File: config.mk
export PLATFORM = sky130hd
export DESIGN_NAME = fpec_host
export DESIGN_NICKNAME = d
export VERILOG_FILES = /design/src/hdl/fpec_pkg.sv /design/src/hdl/fpec_host.sv
export SDC_FILE = /design/constraint.sdc
export NUM_CORES = 1
export LEC_CHECK = 0
export BUFFER_PORTS_ARGS = -buffer_cell sky130_fd_sc_hd__buf_4
export CORE_ASPECT_RATIO = 0.8
export CORE_MARGIN = 1
export CORE_UTILIZATION = 45
export CTS_BUF_LIST = sky130_fd_sc_hd__clkbuf_4
export DETAILED_ROUTE_END_ITERATION = 10
export GPL_ROUTABILITY_DRIVEN = 0
export PLACE_DENSITY = 0.7
export SYNTH_ARGS = -nofsm -noshare
export SYNTH_HDL_FRONTEND = slang
export SYNTH_SLANG_ARGS = --single-unit
File: constraint.sdc
create_clock -name clk -period 2.66 [get_ports clk]
set_clock_uncertainty 0.05 [all_clocks]
set_input_delay 0 -clock clk [delete_from_list [all_inputs] [get_ports clk]]
set_output_delay 0 -clock clk [all_outputs]
set_load 0.02 [all_outputs]
File: src/hdl/fpec_pkg.sv
// Purpose: Shared types and constants for the flash program and erase host controller.
// Assumes: 200 MHz clock, word-mode (x16) flash bus, ready/busy pin high when ready.
// Notes:   Times are in ns; cycle counts derive from them at the clock period.
`default_nettype none
package fpec_pkg;
    // ****************************************************************
    // Widths and bus command codes
    // ****************************************************************
    localparam int AW = 26;
    localparam int DW = 16;
    localparam int SECT_LSB = 16;           // 64 Kword sector.
    localparam int LINE_LSB = 8;            // 512-byte line is 256 words.
    localparam logic [AW-1:0] UNLOCK1_ADDR = 26'h0000555;
    localparam logic [AW-1:0] UNLOCK2_ADDR = 26'h00002AA;
    localparam logic [DW-1:0] UNLOCK1_DATA = 16'h00AA;
    localparam logic [DW-1:0] UNLOCK2_DATA = 16'h0055;
    localparam logic [DW-1:0] PROG_SETUP   = 16'h00A0;
    localparam logic [DW-1:0] ERASE_SETUP  = 16'h0080;
    localparam logic [DW-1:0] SECT_ERASE   = 16'h0030;
    localparam logic [DW-1:0] ERASE_SUSP   = 16'h00B0;
    localparam logic [DW-1:0] ERASE_RES    = 16'h0030;
    localparam logic [DW-1:0] PROG_SUSP    = 16'h0051;
    localparam logic [DW-1:0] PROG_RES     = 16'h0050;

    // ****************************************************************
    // Timing
    // ****************************************************************
    localparam int CLK_NS      = 5;
    localparam int T_WP_NS     = 35;        // Least write pulse width.
    localparam int T_WPH_NS    = 20;        // Least write pulse high time.
    localparam int T_ACC_NS    = 110;       // Least wait for read data.
    localparam int T_RP_NS     = 200;       // Least reset pulse width.
    localparam int T_BUSY_NS   = 80;        // Least wait before ready/busy is valid.
    localparam int T_RPH_NS    = 35000;     // reset_recovery_time.
    localparam int T_PRS_NS    = 40000;     // program_resume_interval.
    localparam int T_ERS_NS    = 40000;     // erase_resume_interval.
    localparam int WP_CYC      = (T_WP_NS + CLK_NS - 1) / CLK_NS;
    localparam int WPH_CYC     = (T_WPH_NS + CLK_NS - 1) / CLK_NS;
    localparam int ACC_CYC     = (T_ACC_NS + CLK_NS - 1) / CLK_NS;
    localparam int RP_CYC      = (T_RP_NS + CLK_NS - 1) / CLK_NS;
    localparam int BUSY_CYC    = (T_BUSY_NS + CLK_NS - 1) / CLK_NS;
    localparam int RPH_CYC_DEF = (T_RPH_NS + CLK_NS - 1) / CLK_NS;
    localparam int PRS_CYC_DEF = (T_PRS_NS + CLK_NS - 1) / CLK_NS;
    localparam int ERS_CYC_DEF = (T_ERS_NS + CLK_NS - 1) / CLK_NS;

    // ****************************************************************
    // Types
    // ****************************************************************
    typedef enum logic [2:0] {
        OP_READ, OP_PROG, OP_ERASE, OP_SUSPEND, OP_RESUME, OP_RESET
    } fpec_op_t;

    typedef struct packed {
        fpec_op_t         op;
        logic             no_unlock;        // Overlay form without unlock writes.
        logic [AW-1:0]    addr;
        logic [DW-1:0]    data;
    } fpec_cmd_t;

    typedef struct packed {
        logic [AW-1:0]    addr;
        logic [DW-1:0]    dq_o;
        logic             dq_oe;
        logic             ce_n;
        logic             oe_n;
        logic             we_n;
        logic             reset_n;
    } fpec_pins_t;

    typedef struct packed {
        logic [AW-1:0]    addr;
        logic [DW-1:0]    data;
    } fpec_cyc_t;

    typedef struct packed {
        logic             run_prog;
        logic             run_erase;
        logic             susp_prog;
        logic             susp_erase;
        logic             flash_busy;
    } fpec_stat_t;

    localparam fpec_pins_t PINS_RST = '{addr: '0, dq_o: '0, dq_oe: 1'b0, ce_n: 1'b1,
                                        oe_n: 1'b1, we_n: 1'b1, reset_n: 1'b1};
endpackage
`default_nettype wire

File: src/hdl/fpec_host.sv
// Purpose: Host controller driving a parallel NOR flash through its command write cycles.
// Assumes: One command at a time on cmd_*; ready/busy input is asynchronous to clk.
// Notes:   Commands the flash would ignore in its present state are refused here instead.
`default_nettype none
module fpec_host
    import fpec_pkg::*;
#(
    parameter int RPH_CYC = RPH_CYC_DEF,
    parameter int PRS_CYC = PRS_CYC_DEF,
    parameter int ERS_CYC = ERS_CYC_DEF
) (
    input  wire logic            clk,
    input  wire logic            resetn,
    input  wire logic            cmd_valid,
    output logic                 cmd_ready,
    input  wire fpec_cmd_t       cmd_i,
    input  wire logic            ext_temp,
    output logic                 rsp_valid,
    output logic [DW-1:0]        rsp_data,
    output logic                 refused,
    output logic                 aborted,
    output logic                 done,
    output fpec_stat_t           stat_o,
    output fpec_pins_t           pins_o,
    input  wire logic [DW-1:0]   flash_dq_i,
    input  wire logic            flash_ryby_i
);
    typedef enum logic [2:0] {ST_IDLE, ST_WLO, ST_WHI, ST_RD, ST_RLO, ST_RREC} fpec_st_t;

    fpec_st_t       st_q, st_d;
    fpec_cmd_t      cmd_q, cmd_d;
    fpec_cyc_t      cyc_q, cyc_d;
    fpec_pins_t     pins_d;
    logic [15:0]    tmr_q, tmr_d;
    logic [15:0]    res_q;
    logic [7:0]     guard_q;
    logic [2:0]     step_q, step_d;
    logic [2:0]     rb_q;
    logic           rb_ready_q;
    logic           run_prog_q, run_erase_q, susp_prog_q, susp_erase_q;
    logic [AW-1:SECT_LSB] sect_q;
    logic [AW-1:LINE_LSB] line_q;

    // ****************************************************************
    // Command sequences
    // ****************************************************************
    // Number of bus writes for a command; suspend and resume are single writes.
    function automatic logic [2:0] seq_len(input fpec_cmd_t c);
        case (c.op)
            OP_PROG:  seq_len = c.no_unlock ? 3'd2 : 3'd4;
            OP_ERASE: seq_len = 3'd6;
            default:  seq_len = 3'd1;
        endcase
    endfunction

    // Address and data of write number idx; sel picks the program or erase code of suspend and resume.
    function automatic fpec_cyc_t cyc_at(input fpec_cmd_t c, input logic sel,
                                         input logic [2:0] idx);
        logic [2:0] k;
        k = (c.op != OP_PROG) ? idx : (idx == seq_len(c) - 3'd1) ? 3'd5
            : c.no_unlock ? 3'd2 : idx;
        cyc_at = '{addr: c.addr, data: c.data};
        case (c.op)
            OP_PROG, OP_ERASE: begin
                case (k)
                    3'd0, 3'd3: cyc_at = '{addr: UNLOCK1_ADDR, data: UNLOCK1_DATA};
                    3'd1, 3'd4: cyc_at = '{addr: UNLOCK2_ADDR, data: UNLOCK2_DATA};
                    3'd2: cyc_at = '{addr: (c.op == OP_PROG && c.no_unlock) ? c.addr
                                            : UNLOCK1_ADDR,
                                     data: (c.op == OP_PROG) ? PROG_SETUP : ERASE_SETUP};
                    default: cyc_at = '{addr: c.addr,
                                        data: (c.op == OP_PROG) ? c.data : SECT_ERASE};
                endcase
            end
            OP_SUSPEND: cyc_at.data = sel ? PROG_SUSP : ERASE_SUSP;
            OP_RESUME:  cyc_at.data = sel ? PROG_RES : ERASE_RES;
            default: ;
        endcase
    endfunction

    // ****************************************************************
    // Legality of a new command against the flash state
    // ****************************************************************
    // Refusing here keeps the flash from silently dropping a command we believe it took.
    wire run_any  = run_prog_q | run_erase_q;
    wire sect_hit = cmd_i.addr[AW-1:SECT_LSB] == sect_q;
    wire line_hit = cmd_i.addr[AW-1:LINE_LSB] == line_q;
    wire ok_read  = !(susp_prog_q && line_hit);
    wire ok_prog  = !run_any && !susp_prog_q && !(susp_erase_q && sect_hit)
                    && !(ext_temp && !cmd_i.no_unlock);
    wire ok_erase = !run_any && !susp_prog_q && !susp_erase_q;
    wire ok_susp  = run_any && res_q == 16'h0000;
    wire ok_res   = !run_any && (susp_prog_q || susp_erase_q);
    wire cmd_ok   = (cmd_i.op == OP_READ)    ? ok_read :
                    (cmd_i.op == OP_PROG)    ? ok_prog :
                    (cmd_i.op == OP_ERASE)   ? ok_erase :
                    (cmd_i.op == OP_SUSPEND) ? ok_susp :
                    (cmd_i.op == OP_RESUME)  ? ok_res : 1'b1;
    wire run_done = run_any && guard_q == 8'h00 && rb_ready_q && st_q == ST_IDLE;
    wire tmr_zero = tmr_q == 16'h0000;
    wire last     = step_q == seq_len(cmd_q) - 3'd1;
    wire wr_fin   = st_q == ST_WHI && tmr_zero && last;
    wire sel_new  = (cmd_i.op == OP_SUSPEND) ? run_prog_q : susp_prog_q;
    wire accept   = cmd_valid && cmd_ready;

    assign cmd_ready = st_q == ST_IDLE && guard_q == 8'h00 && !run_done;

    // ****************************************************************
    // Bus cycle sequencer
    // ****************************************************************
    // One state per phase of a write, read or reset pulse; tmr counts the phase length.
    always_comb begin
        st_d   = st_q;
        cmd_d  = cmd_q;
        cyc_d  = cyc_q;
        step_d = step_q;
        tmr_d  = tmr_zero ? tmr_q : tmr_q - 16'h0001;
        case (st_q)
            ST_IDLE: begin
                if (accept && cmd_ok) begin
                    cmd_d = cmd_i;
                    cyc_d = '{addr: cmd_i.addr, data: cmd_i.data};
                    case (cmd_i.op)
                        OP_READ: begin
                            st_d  = ST_RD;
                            tmr_d = 16'(ACC_CYC);
                        end
                        OP_RESET: begin
                            st_d  = ST_RLO;
                            tmr_d = 16'(RP_CYC);
                        end
                        default: begin
                            st_d   = ST_WLO;
                            step_d = 3'd0;
                            cyc_d  = cyc_at(cmd_i, sel_new, 3'd0);
                            tmr_d  = 16'(WP_CYC);
                        end
                    endcase
                end
            end
            ST_WLO: begin
                if (tmr_zero) begin
                    st_d  = ST_WHI;
                    tmr_d = 16'(WPH_CYC);
                end
            end
            ST_WHI: begin
                if (tmr_zero && last) begin
                    st_d = ST_IDLE;
                end else if (tmr_zero) begin
                    st_d   = ST_WLO;
                    step_d = step_q + 3'd1;
                    cyc_d  = cyc_at(cmd_q, 1'b0, step_q + 3'd1);
                    tmr_d  = 16'(WP_CYC);
                end
            end
            ST_RD: begin
                if (tmr_zero) begin
                    st_d = ST_IDLE;
                end
            end
            ST_RLO: begin
                if (tmr_zero) begin
                    st_d  = ST_RREC;
                    tmr_d = 16'(RPH_CYC);
                end
            end
            ST_RREC: begin
                if (tmr_zero) begin
                    st_d = ST_IDLE;
                end
            end
            default: st_d = ST_IDLE;
        endcase
    end

    // Pins are decoded from the next state so every strobe leaves a flip-flop clean.
    assign pins_d = '{addr: cyc_d.addr, dq_o: cyc_d.data,
                      dq_oe: st_d == ST_WLO || st_d == ST_WHI,
                      ce_n: !(st_d == ST_WLO || st_d == ST_WHI || st_d == ST_RD),
                      oe_n: st_d != ST_RD, we_n: st_d != ST_WLO, reset_n: st_d != ST_RLO};

    always_ff @(posedge clk) begin
        if (!resetn) begin
            st_q   <= ST_IDLE;
            cmd_q  <= '0;
            cyc_q  <= '0;
            step_q <= 3'd0;
            tmr_q  <= 16'h0000;
            pins_o <= PINS_RST;
        end else begin
            st_q   <= st_d;
            cmd_q  <= cmd_d;
            cyc_q  <= cyc_d;
            step_q <= step_d;
            tmr_q  <= tmr_d;
            pins_o <= pins_d;
        end
    end

    // ****************************************************************
    // Ready/busy synchroniser
    // ****************************************************************
    // A level counts only once the second and third stages agree, which masks a slow edge.
    always_ff @(posedge clk) begin
        if (!resetn) begin
            rb_q       <= 3'b111;
            rb_ready_q <= 1'b1;
        end else begin
            rb_q <= {rb_q[1:0], flash_ryby_i};
            if (rb_q[1] == rb_q[2]) begin
                rb_ready_q <= rb_q[2];
            end
        end
    end

    // ****************************************************************
    // Operation tracking
    // ****************************************************************
    // The guard hides the window after a write in which ready/busy has not yet fallen.
    always_ff @(posedge clk) begin
        if (!resetn || st_q == ST_RLO) begin
            {run_prog_q, run_erase_q, susp_prog_q, susp_erase_q} <= 4'b0000;
            sect_q  <= '0;
            line_q  <= '0;
            res_q   <= 16'h0000;
            guard_q <= 8'h00;
        end else begin
            res_q   <= (res_q == 16'h0000) ? res_q : res_q - 16'h0001;
            guard_q <= (guard_q == 8'h00) ? guard_q : guard_q - 8'h01;
            if (wr_fin) begin
                guard_q <= 8'(BUSY_CYC);
                case (cmd_q.op)
                    OP_PROG: begin
                        run_prog_q <= 1'b1;
                        line_q     <= cmd_q.addr[AW-1:LINE_LSB];
                    end
                    OP_ERASE: begin
                        run_erase_q <= 1'b1;
                        sect_q      <= cmd_q.addr[AW-1:SECT_LSB];
                    end
                    OP_SUSPEND: begin
                        if (run_prog_q) begin
                            {run_prog_q, susp_prog_q} <= 2'b01;
                        end else begin
                            {run_erase_q, susp_erase_q} <= 2'b01;
                        end
                    end
                    OP_RESUME: begin
                        if (susp_prog_q) begin
                            {run_prog_q, susp_prog_q} <= 2'b10;
                            res_q <= 16'(PRS_CYC);
                        end else begin
                            {run_erase_q, susp_erase_q} <= 2'b10;
                            res_q <= 16'(ERS_CYC);
                        end
                    end
                    default: ;
                endcase
            end else if (run_done) begin
                // Erase suspend state survives a finished program.
                if (run_prog_q) begin
                    run_prog_q <= 1'b0;
                end else begin
                    run_erase_q <= 1'b0;
                end
            end
        end
    end

    // ****************************************************************
    // Answers and event pulses
    // ****************************************************************
    // Read data is sampled once the access time has run out, so it has settled.
    always_ff @(posedge clk) begin
        if (!resetn) begin
            rsp_valid <= 1'b0;
            rsp_data  <= '0;
            refused   <= 1'b0;
            aborted   <= 1'b0;
            done      <= 1'b0;
        end else begin
            rsp_valid <= st_q == ST_RD && tmr_zero;
            rsp_data  <= (st_q == ST_RD && tmr_zero) ? flash_dq_i : rsp_data;
            refused   <= accept && !cmd_ok;
            aborted   <= accept && cmd_i.op == OP_RESET &&
                         (run_any || susp_prog_q || susp_erase_q);
            done      <= run_done;
        end
    end

    assign stat_o = '{run_prog: run_prog_q, run_erase: run_erase_q, susp_prog: susp_prog_q,
                      susp_erase: susp_erase_q, flash_busy: !rb_ready_q};
endmodule
`default_nettype wire

==> impl_metrics.env, run 1 <==
export IMPL_outcome="complete, no violations"
export IMPL_crit_path_start_kind="flop"
export IMPL_critPathSlowestCell="or4b_4"
export IMPL_routedWlPerCell_um=16.92
export IMPL_dieArea_um2=21700
export IMPL_cts_sinks=195
export IMPL_max_cap_violations=0
export IMPL_critical_path_cell_chain="xnor2_1 > nor4b_1 > or4b_4 > o211ai_4 > buf_4 > nor2_4 > o21bai_1 > and4b_1"
export IMPL_dp_hpwl_um=19930
export IMPL_rows=47
export IMPL_layout_common_cells="237 x nand2_1, 217 x buf_4, 193 x dfxtp_1"
export IMPL_setup_viol=0
export IMPL_ys_ff_latch=195
export IMPL_drc=0
export IMPL_end_kind="flop"
export IMPL_cts_htree_levels=4
export IMPL_timing_final_crit_share=0.9786
export IMPL_core_area_um2=20700
export IMPL_cts_tree="done"
export IMPL_syn_inst=1161
export IMPL_cts_buffers=17
export IMPL_area_growth_pct=31.16
export IMPL_syn_area_um2=9502
export IMPL_routed_wl_um=28520
export IMPL_crit_family="simple AND/OR/NAND/NOR gates"
export IMPL_yosys_area_top_type="dfxtp_1"
export IMPL_ioPinCount=140
export IMPL_postPlaceCellArea_um2=11270
export IMPL_crit_fanout=8
export IMPL_drive_gt1_frac=0.2078
export IMPL_syn_num_nets=1236
export IMPL_ir_drop_mv=0.7371
export IMPL_max_clock_path_buffers=2
export IMPL_hold_violations=0
export IMPL_drt_first_pass_iters=5
export IMPL_design_area_um2=12460
export IMPL_cts_root_buf="clkbuf_4"
export IMPL_dieWidth_um=164.5
export IMPL_p_comb_frac=0.425
export IMPL_die_height_um=132.0
export IMPL_rsz0062_at_grt="true"
export IMPL_async_flop_share=0
export IMPL_yosys_area_top_type_share=0.4109
export IMPL_grt_pass1_wl_um=45940
export IMPL_ant_nets=0
export IMPL_drtIter0Drc=688
export IMPL_crit_type="reg2reg"
export IMPL_vias_per_cell=5.551
export IMPL_ys_seq_area_frac=0.4109
export IMPL_clock_power_share=0.179
export IMPL_netSwitchingPower_w=0.003905
export IMPL_fin_nets=1477
export IMPL_worst_slew_pin_slew_ps=950.6
export IMPL_report_final_slew_viol_count=0
export IMPL_p_leak_nw=5.117
export IMPL_ys_warn_count=0
export IMPL_fin_hold_ws_ps=50.72
export IMPL_clk_pin_slew_ps=200
export IMPL_antenna_found_initial=1
export IMPL_seqPwrFrac=0.396
export IMPL_start_util=0.4590
export IMPL_dpl_cell_count=1577
export IMPL_syn_area_per_cell_um2=8.184
export IMPL_place_ws_ps=-16.38
export IMPL_track_usage=0.2661
export IMPL_grt_overflow_total=0
export IMPL_slowest_delay_ps=510
export IMPL_synth_edff_count=0
export IMPL_fin_total_pwr_w=0.009669
export IMPL_fin_crit_ps=2603
export IMPL_worst_slack_ps=57.02
export IMPL_synth_ff_type="dfxtp_1"
export IMPL_netlist_cell_type_count=81
export IMPL_hold_class="in2reg"
export IMPL_insertion_delay_ps=640
export IMPL_sw_frac_of_total=0.4039
export IMPL_yosys_top_cells_area="dfxtp_1 41%, nand2_1 9.4%, xnor2_1 3.7%"
export IMPL_p_int_w=0.005764
export IMPL_via_count=9353
export IMPL_instances_no_fill=1685
export IMPL_power_density_nw_per_um2=775.8
export IMPL_place_port_buffers=139
export IMPL_max_freq_ghz=0.3842
export IMPL_slew_headroom=0.3596
export IMPL_required_ps=3170
export IMPL_mostFrequentLayoutCell="nand2_1"
export IMPL_grt_max_degree=79
export IMPL_cp_buffers_inverters=1
export IMPL_critPathArrivalTime_ps=3120
export IMPL_grt_pass1_vias=8842
-- path summary, 6_finish.rpt --
path / from / end / slack (ps) / cells past startpoint
worst min-delay path: ext_temp / refused / 50 / 6
worst max register to register: line_q[11] / tmr_q[11] / 60 / 8
worst max-delay path: line_q[11] / tmr_q[11] / 60 / 8
worst min register to register: rb_q[0] / rb_q[1] / 410 / 1
-- area by class of cell --
class	count	area, um^2
fillers	1793	8238
multi-input cells	867	5265
flip-flops and latches	195	3906
repair buffers	301	2551
well taps	269	336.6
clock inverters	15	197.7
clock buffers	17	127.6
inverters	20	75.07
diodes	1	2.502
-- tightest hold or removal path: cells and delay by family --
| family | cells | cell delay [ps] |
|---|---|---|
| buffers and inverters | 1 | 100 |
| AOI/OAI and AO/OA | 2 | 220 |
| and+or+nand+nor | 3 | 370 |
-- stage by stage --
step	setup TNS, ps	util
finish	0	0.6020
CTS	0	0.5960
global route	-44.87	0.6020
detailed placement	-28.00	0.5444
global placement	0	0.5444
floorplan	0	-
-- registers in the layout (all words and copies together) (netlist names), 3 cells and up --
signal,count
line_q,18
rsp_data,16
cyc_q,42
cmd_q,46
st_q,3
pins_o,5
guard_q,8
rb_q,3
res_q,16
sect_q,10
tmr_q,16
step_q,3
-- per-layer routing --
metal | vias up | track usage | wire [um]
li1 | 4567 | - | -
met1 | 4396 | 0.3721 | 13250
met2 | 344 | 0.4027 | 12510
met3 | 46 | 0.05977 | 2174
met4 | 0 | 0.08970 | 579
met5 | - | 0 | 0
-- synthesized netlist by cell type, types with 5 or more instances --
cell type	count
o21ai_1	13
mux2i_1	13
buf_2	18
and3_1	8
xnor2_1	40
a21boi_1	28
a22oi_1	25
dfxtp_1	195
or3_1	13
o221ai_1	6
a21boi_0	39
o21ai_0	35
nand2_1	237
a21oi_1	55
clkbuf_1	54
o211a_1	24
buf_4	5
xor2_1	20
nor3b_1	11
nand4_1	30
o2111ai_1	5
o211ai_1	6
nand3_1	26
ha_1	8
and2_1	6
nor4_1	9
inv_1	19
nor3_1	22
o21a_1	5
nand2b_1	14
nor2b_1	12
nor2_1	77
-- timing repair --
action,in CTS,in global routing
buffers inserted,0,1
hold buffers,74,0
endpoints found under the setup margin,8,141
endpoints found under the hold margin,136,0
pin swaps,1,2
resized for setup,2,29
-- cells by family (layout without fill, tap and decap cells) --
kind of cell / count (synthesis) / in the layout / share of synthesized area
fa+ha+maj: 8 / 8 / 0.01054
xor+xnor: 60 / 60 / 0.05531
mux: 14 / 14 / 0.01488
flops: 195 / 195 / 0.4109
other cells: 0 / 1 / 0
simple gates: 498 / 498 / 0.2506
buf+inv: 99 / 353 / 0.04425
compound gates: 287 / 287 / 0.2136
-- power groups by stage --
stage	logic [W]	clock network (W)	registers, W
2_1_floorplan	0.00230	0	0.00399
3_3_place_gp	0.00378	0	0.00387
3_5_place_dp	0.00383	0	0.00387
4_1_cts	0.00394	0.00176	0.00381
5_1_grt	0.00451	0.00187	0.00389
6_report	0.00411	0.00173	0.00383
(Power assumes the default switching activity.)
==> run 2: changes to the inputs <==
RECOVER_POWER = 100   (was default)
==> impl_metrics.env, run 2 (synthesized netlist as in run 1, its figures left out) <==
export IMPL_timing_final_crit_share=0.9809
export IMPL_dieWidth_um=164.5
export IMPL_postPlaceCellArea_um2=11270
export IMPL_via_count=9358
export IMPL_crit_fanout=8
export IMPL_layout_common_cells="237 x nand2_1, 193 x dfxtp_1, 145 x buf_4"
export IMPL_worst_slack_ps=50.71
export IMPL_vias_per_cell=5.554
export IMPL_rr_startpoint="line_q[11]"
export IMPL_slowest_delay_ps=510
export IMPL_ir_drop_mv=0.7369
export IMPL_worst_path_stages=8
export IMPL_mostFrequentLayoutCell="nand2_1"
export IMPL_max_cap_violations=0
export IMPL_drc=0
export IMPL_drt_first_pass_iters=7
export IMPL_required_ps=3170
export IMPL_critPathSlowestCell="or4b_4"
export IMPL_hold_class="in2reg"
export IMPL_hold_violations=0
export IMPL_tns_ps=0
export IMPL_ant_nets=0
export IMPL_routedWlPerCell_um=16.89
export IMPL_drtIter0Drc=672
export IMPL_track_usage=0.2661
export IMPL_cts_tree="done"
export IMPL_dieArea_um2=21700
export IMPL_sw_frac_of_total=0.4095
export IMPL_reg_largest_list="cmd_q (46), cyc_q (42), line_q (18)"
export IMPL_reg2reg_setup_slack_ps=50
export IMPL_largest_register_ffs=46
export IMPL_p_leak_nw=4.817
export IMPL_critPathArrivalTime_ps=3120
export IMPL_place_ws_ps=-16.38
export IMPL_core_area_um2=20700
export IMPL_clock_power_share=0.182
export IMPL_fin_nets=1477
export IMPL_outcome="complete, no violations"
export IMPL_cp_startpoint="line_q[11]"
export IMPL_grt_pass1_wl_um=45940
export IMPL_grt_overflow_total=0
export IMPL_crit_end="tmr_q[11]"
export IMPL_max_clock_path_buffers=2
export IMPL_p_int_w=0.005624
export IMPL_fin_crit_ps=2609
export IMPL_cts_buffers=17
export IMPL_design_area_um2=12190
export IMPL_fillers=1882
export IMPL_grt_max_degree=79
export IMPL_dp_hpwl_um=19930
export IMPL_worst_slew_pin_slew_ps=993.4
export IMPL_p_comb_frac=0.416
export IMPL_slew_headroom=0.3307
export IMPL_end_kind="flop"
export IMPL_seqCellArea_um2=3906
export IMPL_start_util=0.4590
export IMPL_multi_input_area_um2=5265
export IMPL_rsz0062_at_grt="true"
export IMPL_rr_endpoint="tmr_q[11]"
export IMPL_critical_path_cell_chain="xnor2_1 > nor4b_1 > or4b_4 > o211ai_4 > buf_4 > nor2_4 > o21bai_1 > and4b_1"
export IMPL_crit_type="reg2reg"
export IMPL_drive_gt1_frac=0.1569
export IMPL_die_height_um=132.0
export IMPL_report_final_slew_viol_count=0
export IMPL_max_freq_ghz=0.3832
export IMPL_power_density_nw_per_um2=781.2
export IMPL_netSwitchingPower_w=0.003901
export IMPL_setup_viol=0
export IMPL_utilization=0.5890
export IMPL_cts_sinks=195
export IMPL_antenna_found_initial=1
export IMPL_place_port_buffers=139
export IMPL_grt_pass1_vias=8842
export IMPL_ioPinCount=140
export IMPL_crit_path_start_kind="flop"
export IMPL_seqPwrFrac=0.402
export IMPL_top_register="cmd_q"
export IMPL_routed_wl_um=28460
export IMPL_cp_buffers_inverters=1
export IMPL_area_growth_pct=28.31
export IMPL_reg2reg_depth=8
export IMPL_rows=47
export IMPL_cts_root_buf="clkbuf_4"
export IMPL_cts_htree_levels=4
export IMPL_crit_family="simple AND/OR/NAND/NOR gates"
export IMPL_insertion_delay_ps=640
export IMPL_clk_pin_slew_ps=200
## run 2: worst min path at each step
stage / start / to / slack, ps / cells past startpoint
after detailed placement: flash_ryby_i / rb_q[0] / 140 / 2
final: ext_temp / refused / 60 / 6
after CTS: ext_temp / refused / 7 / 6
after global placement: flash_ryby_i / rb_q[0] / 150 / 2
after floorplan: flash_ryby_i / rb_q[0] / 50 / 1
after global routing: flash_dq_i[13] / rsp_data[13] / 50 / 4
## run 2: cell type report
| class | instances | area share |
|---|---|---|
| antenna | 1 | 0.0002053 |
| clock buffer | 17 | 0.01047 |
| clock inverter | 15 | 0.01622 |
| inverter | 20 | 0.006158 |
| multi-input combinational | 867 | 0.4319 |
| sequential | 195 | 0.3204 |
| tap | 269 | 0.02761 |
| timing repair buffer | 301 | 0.1871 |
## run 2: power groups by stage
stage	Combinational, W	Clock [W]	Sequential [W]
finish	0.00397	0.00173	0.00383
global route	0.00437	0.00187	0.00389
CTS	0.00394	0.00176	0.00381
detailed placement	0.00383	0	0.00387
global placement	0.00378	0	0.00387
floorplan	0.00230	0	0.00399
## run 2: worst reg2reg max path, cell delays in order, from the launching register on
cell,delay [ps]
dfxtp_1,360
xnor2_1,230
nor4b_1,260
or4b_4,510
o211ai_4,290
buf_4,180
nor2_4,80
o21bai_1,340
and4b_1,230
## run 2: timing repair
action / CTS / global route
endpoints found under the setup margin: 8 / 141
hold endpoints to repair: 136 / 0
hold buffers: 74 / 0
gates resized for setup: 2 / 29
pin swaps: 1 / 2
setup buffers: 0 / 1
## run 2: per-stage QoR
step | total power, W | instances | hold WS [ps]
global route | 0.01013 | 1685 | 50.10
global placement | 0.007644 | 1577 | 149.4
floorplan | 0.006289 | 1161 | 51.47
detailed placement | 0.007708 | 1577 | 142.4
CTS | 0.009512 | 1683 | 6.564
finish | 0.009524 | 1685 | 60.56
## run 2: layer usage
| metal | track usage | up-vias | wire length (um) |
|---|---|---|---|
| li1 | - | 4566 | - |
| met1 | 0.3721 | 4406 | 13160 |
| met2 | 0.4027 | 340 | 12550 |
| met3 | 0.05977 | 46 | 2179 |
| met4 | 0.08970 | 0 | 570 |
| met5 | 0 | - | 0 |
==> run 3: changes to the inputs <==
CORE_UTILIZATION = 50   (was 45)
PLACE_DENSITY = 0.76   (was 0.7)
SETUP_SLACK_MARGIN = 0.2   (was default)
==> impl_metrics.env, run 3 (synthesized netlist as in run 1, its figures left out) <==
export IMPL_end_kind="flop"
export IMPL_place_ws_ps=15.06
export IMPL_hold_violations=0
export IMPL_drtIter0Drc=1190
export IMPL_cts_tree="done"
export IMPL_dp_hpwl_um=20050
export IMPL_largest_register_ffs=46
export IMPL_p_int_w=0.006040
export IMPL_grt_pass1_vias=9222
export IMPL_report_final_slew_viol_count=0
export IMPL_hold_class="in2reg"
export IMPL_top_register="cmd_q"
export IMPL_fin_nets=1494
export IMPL_power_density_nw_per_um2=804.9
export IMPL_drt_first_pass_iters=7
export IMPL_rows=44
export IMPL_outcome="complete, no violations"
export IMPL_setup_viol=0
export IMPL_sw_frac_of_total=0.4093
export IMPL_fin_crit_ps=2622
export IMPL_p_leak_nw=5.004
export IMPL_core_area_um2=18390
export IMPL_fillers=1458
export IMPL_required_ps=3130
export IMPL_mostFrequentLayoutCell="nand2_1"
export IMPL_layout_common_cells="233 x nand2_1, 186 x dfxtp_1, 145 x buf_4"
export IMPL_antenna_found_initial=1
export IMPL_cts_buffers=17
export IMPL_cts_sinks=195
export IMPL_max_clock_path_buffers=2
export IMPL_grt_pass1_wl_um=48210
export IMPL_place_port_buffers=139
export IMPL_dieWidth_um=156.1
export IMPL_slew_headroom=0.3272
export IMPL_ioPinCount=140
export IMPL_reg_largest_list="cmd_q (46), cyc_q (42), line_q (18)"
export IMPL_dieArea_um2=19560
export IMPL_grt_overflow_total=0
export IMPL_max_cap_violations=0
export IMPL_drc=0
export IMPL_ir_drop_mv=0.4144
export IMPL_timing_final_crit_share=0.9857
export IMPL_routedWlPerCell_um=19.47
export IMPL_crit_path_start_kind="input pin"
export IMPL_worst_slack_ps=38.07
export IMPL_cts_htree_levels=4
export IMPL_routed_wl_um=32800
export IMPL_vias_per_cell=6.062
export IMPL_tns_ps=0
export IMPL_start_util=0.5167
export IMPL_netSwitchingPower_w=0.004185
export IMPL_clk_pin_slew_ps=160
export IMPL_max_freq_ghz=0.3814
export IMPL_via_count=10210
export IMPL_insertion_delay_ps=640
export IMPL_seqPwrFrac=0.379
export IMPL_p_comb_frac=0.457
export IMPL_drive_gt1_frac=0.2013
export IMPL_die_height_um=125.3
export IMPL_ant_nets=0
export IMPL_crit_type="in2reg"
export IMPL_area_growth_pct=33.70
export IMPL_clock_power_share=0.164
export IMPL_worst_slew_pin_slew_ps=1009
export IMPL_crit_fanout=13
export IMPL_rsz0062_at_grt="true"
export IMPL_track_usage=0.3139
export IMPL_critPathArrivalTime_ps=3090
export IMPL_cts_root_buf="clkbuf_4"
export IMPL_grt_max_degree=43
-- run 3: layout make-up --
| cell class | count | area, um^2 | area share |
|---|---|---|---|
| sequential | 195 | 3915 | 0.3082 |
| clock inverter | 14 | 168.9 | 0.01330 |
| tap | 253 | 316.6 | 0.02492 |
| clock buffer | 17 | 127.6 | 0.01005 |
| multi-input combinational | 868 | 5535 | 0.4357 |
| timing repair buffer | 317 | 2562 | 0.2017 |
| inverter | 20 | 75.07 | 0.005910 |
| antenna | 1 | 2.502 | 0.0001970 |
-- run 3: metrics by stage --
| step | util | area (um^2) | instances | hold slack [ps] | total power, W |
|---|---|---|---|---|---|
| 5_1_grt | 0.6909 | 12700 | 1685 | 56.14 | 0.01073 |
| 4_1_cts | 0.6724 | 12360 | 1657 | -400.2 | 0.009675 |
| 6_report | 0.6909 | 12700 | 1685 | 55.73 | 0.01023 |
| 3_5_place_dp | 0.6065 | 11150 | 1549 | 140.5 | 0.007687 |
| 3_3_place_gp | 0.6065 | 11150 | 1549 | 141.6 | 0.007595 |
| 2_1_floorplan | - | 9508 | 1161 | 51.47 | 0.006298 |
-- run 3: repair_timing --
action	in CTS	in global routing
endpoints found under the hold margin	142	2
setup endpoints to repair	116	155
pin swaps	9	23
hold buffers	65	1
resized for setup	31	106
gates cloned	3	9
buffers inserted	9	17
-- run 3: per-layer routing --
layer  up-vias  global-route usage  wire, um
met5         -                   0         0
met3       143             0.06690      3736
li1       4614                   -         -
met2       677              0.4866     14670
met1      4780              0.4267     13100
met4         0              0.1194      1297
-- run 3: worst paths after layout --
kind              start        end  slack [ps]  cells after the start
max           cmd_i[45]  step_q[2]          40                     12
min           cmd_i[43]   cyc_q[0]          60                      5
max reg2reg  guard_q[3]  cyc_q[17]          90                      9
min reg2reg     rb_q[0]    rb_q[1]         380                      1
-- run 3: worst max-delay path, cell delays in order --
cell and delay, ps:
dlygate4sd3_1 530, buf_4 140, nor3b_1 780, nand4_1 220, or3_1 480, o211ai_4 180, buf_12 160, buf_4 100
o21ai_1 90, buf_12 170, nand4_1 140, o21ai_2 80
-- run 3: power by group through the flow --
| stage | Sequential [W] | Clock, W | Combinational, W |
|---|---|---|---|
| floorplan | 0.00399 | 0 | 0.00231 |
| global placement | 0.00387 | 0 | 0.00372 |
| detailed placement | 0.00388 | 0 | 0.00381 |
| CTS | 0.00383 | 0.00169 | 0.00415 |
| global route | 0.00393 | 0.00181 | 0.00499 |
| finish | 0.00388 | 0.00168 | 0.00467 |
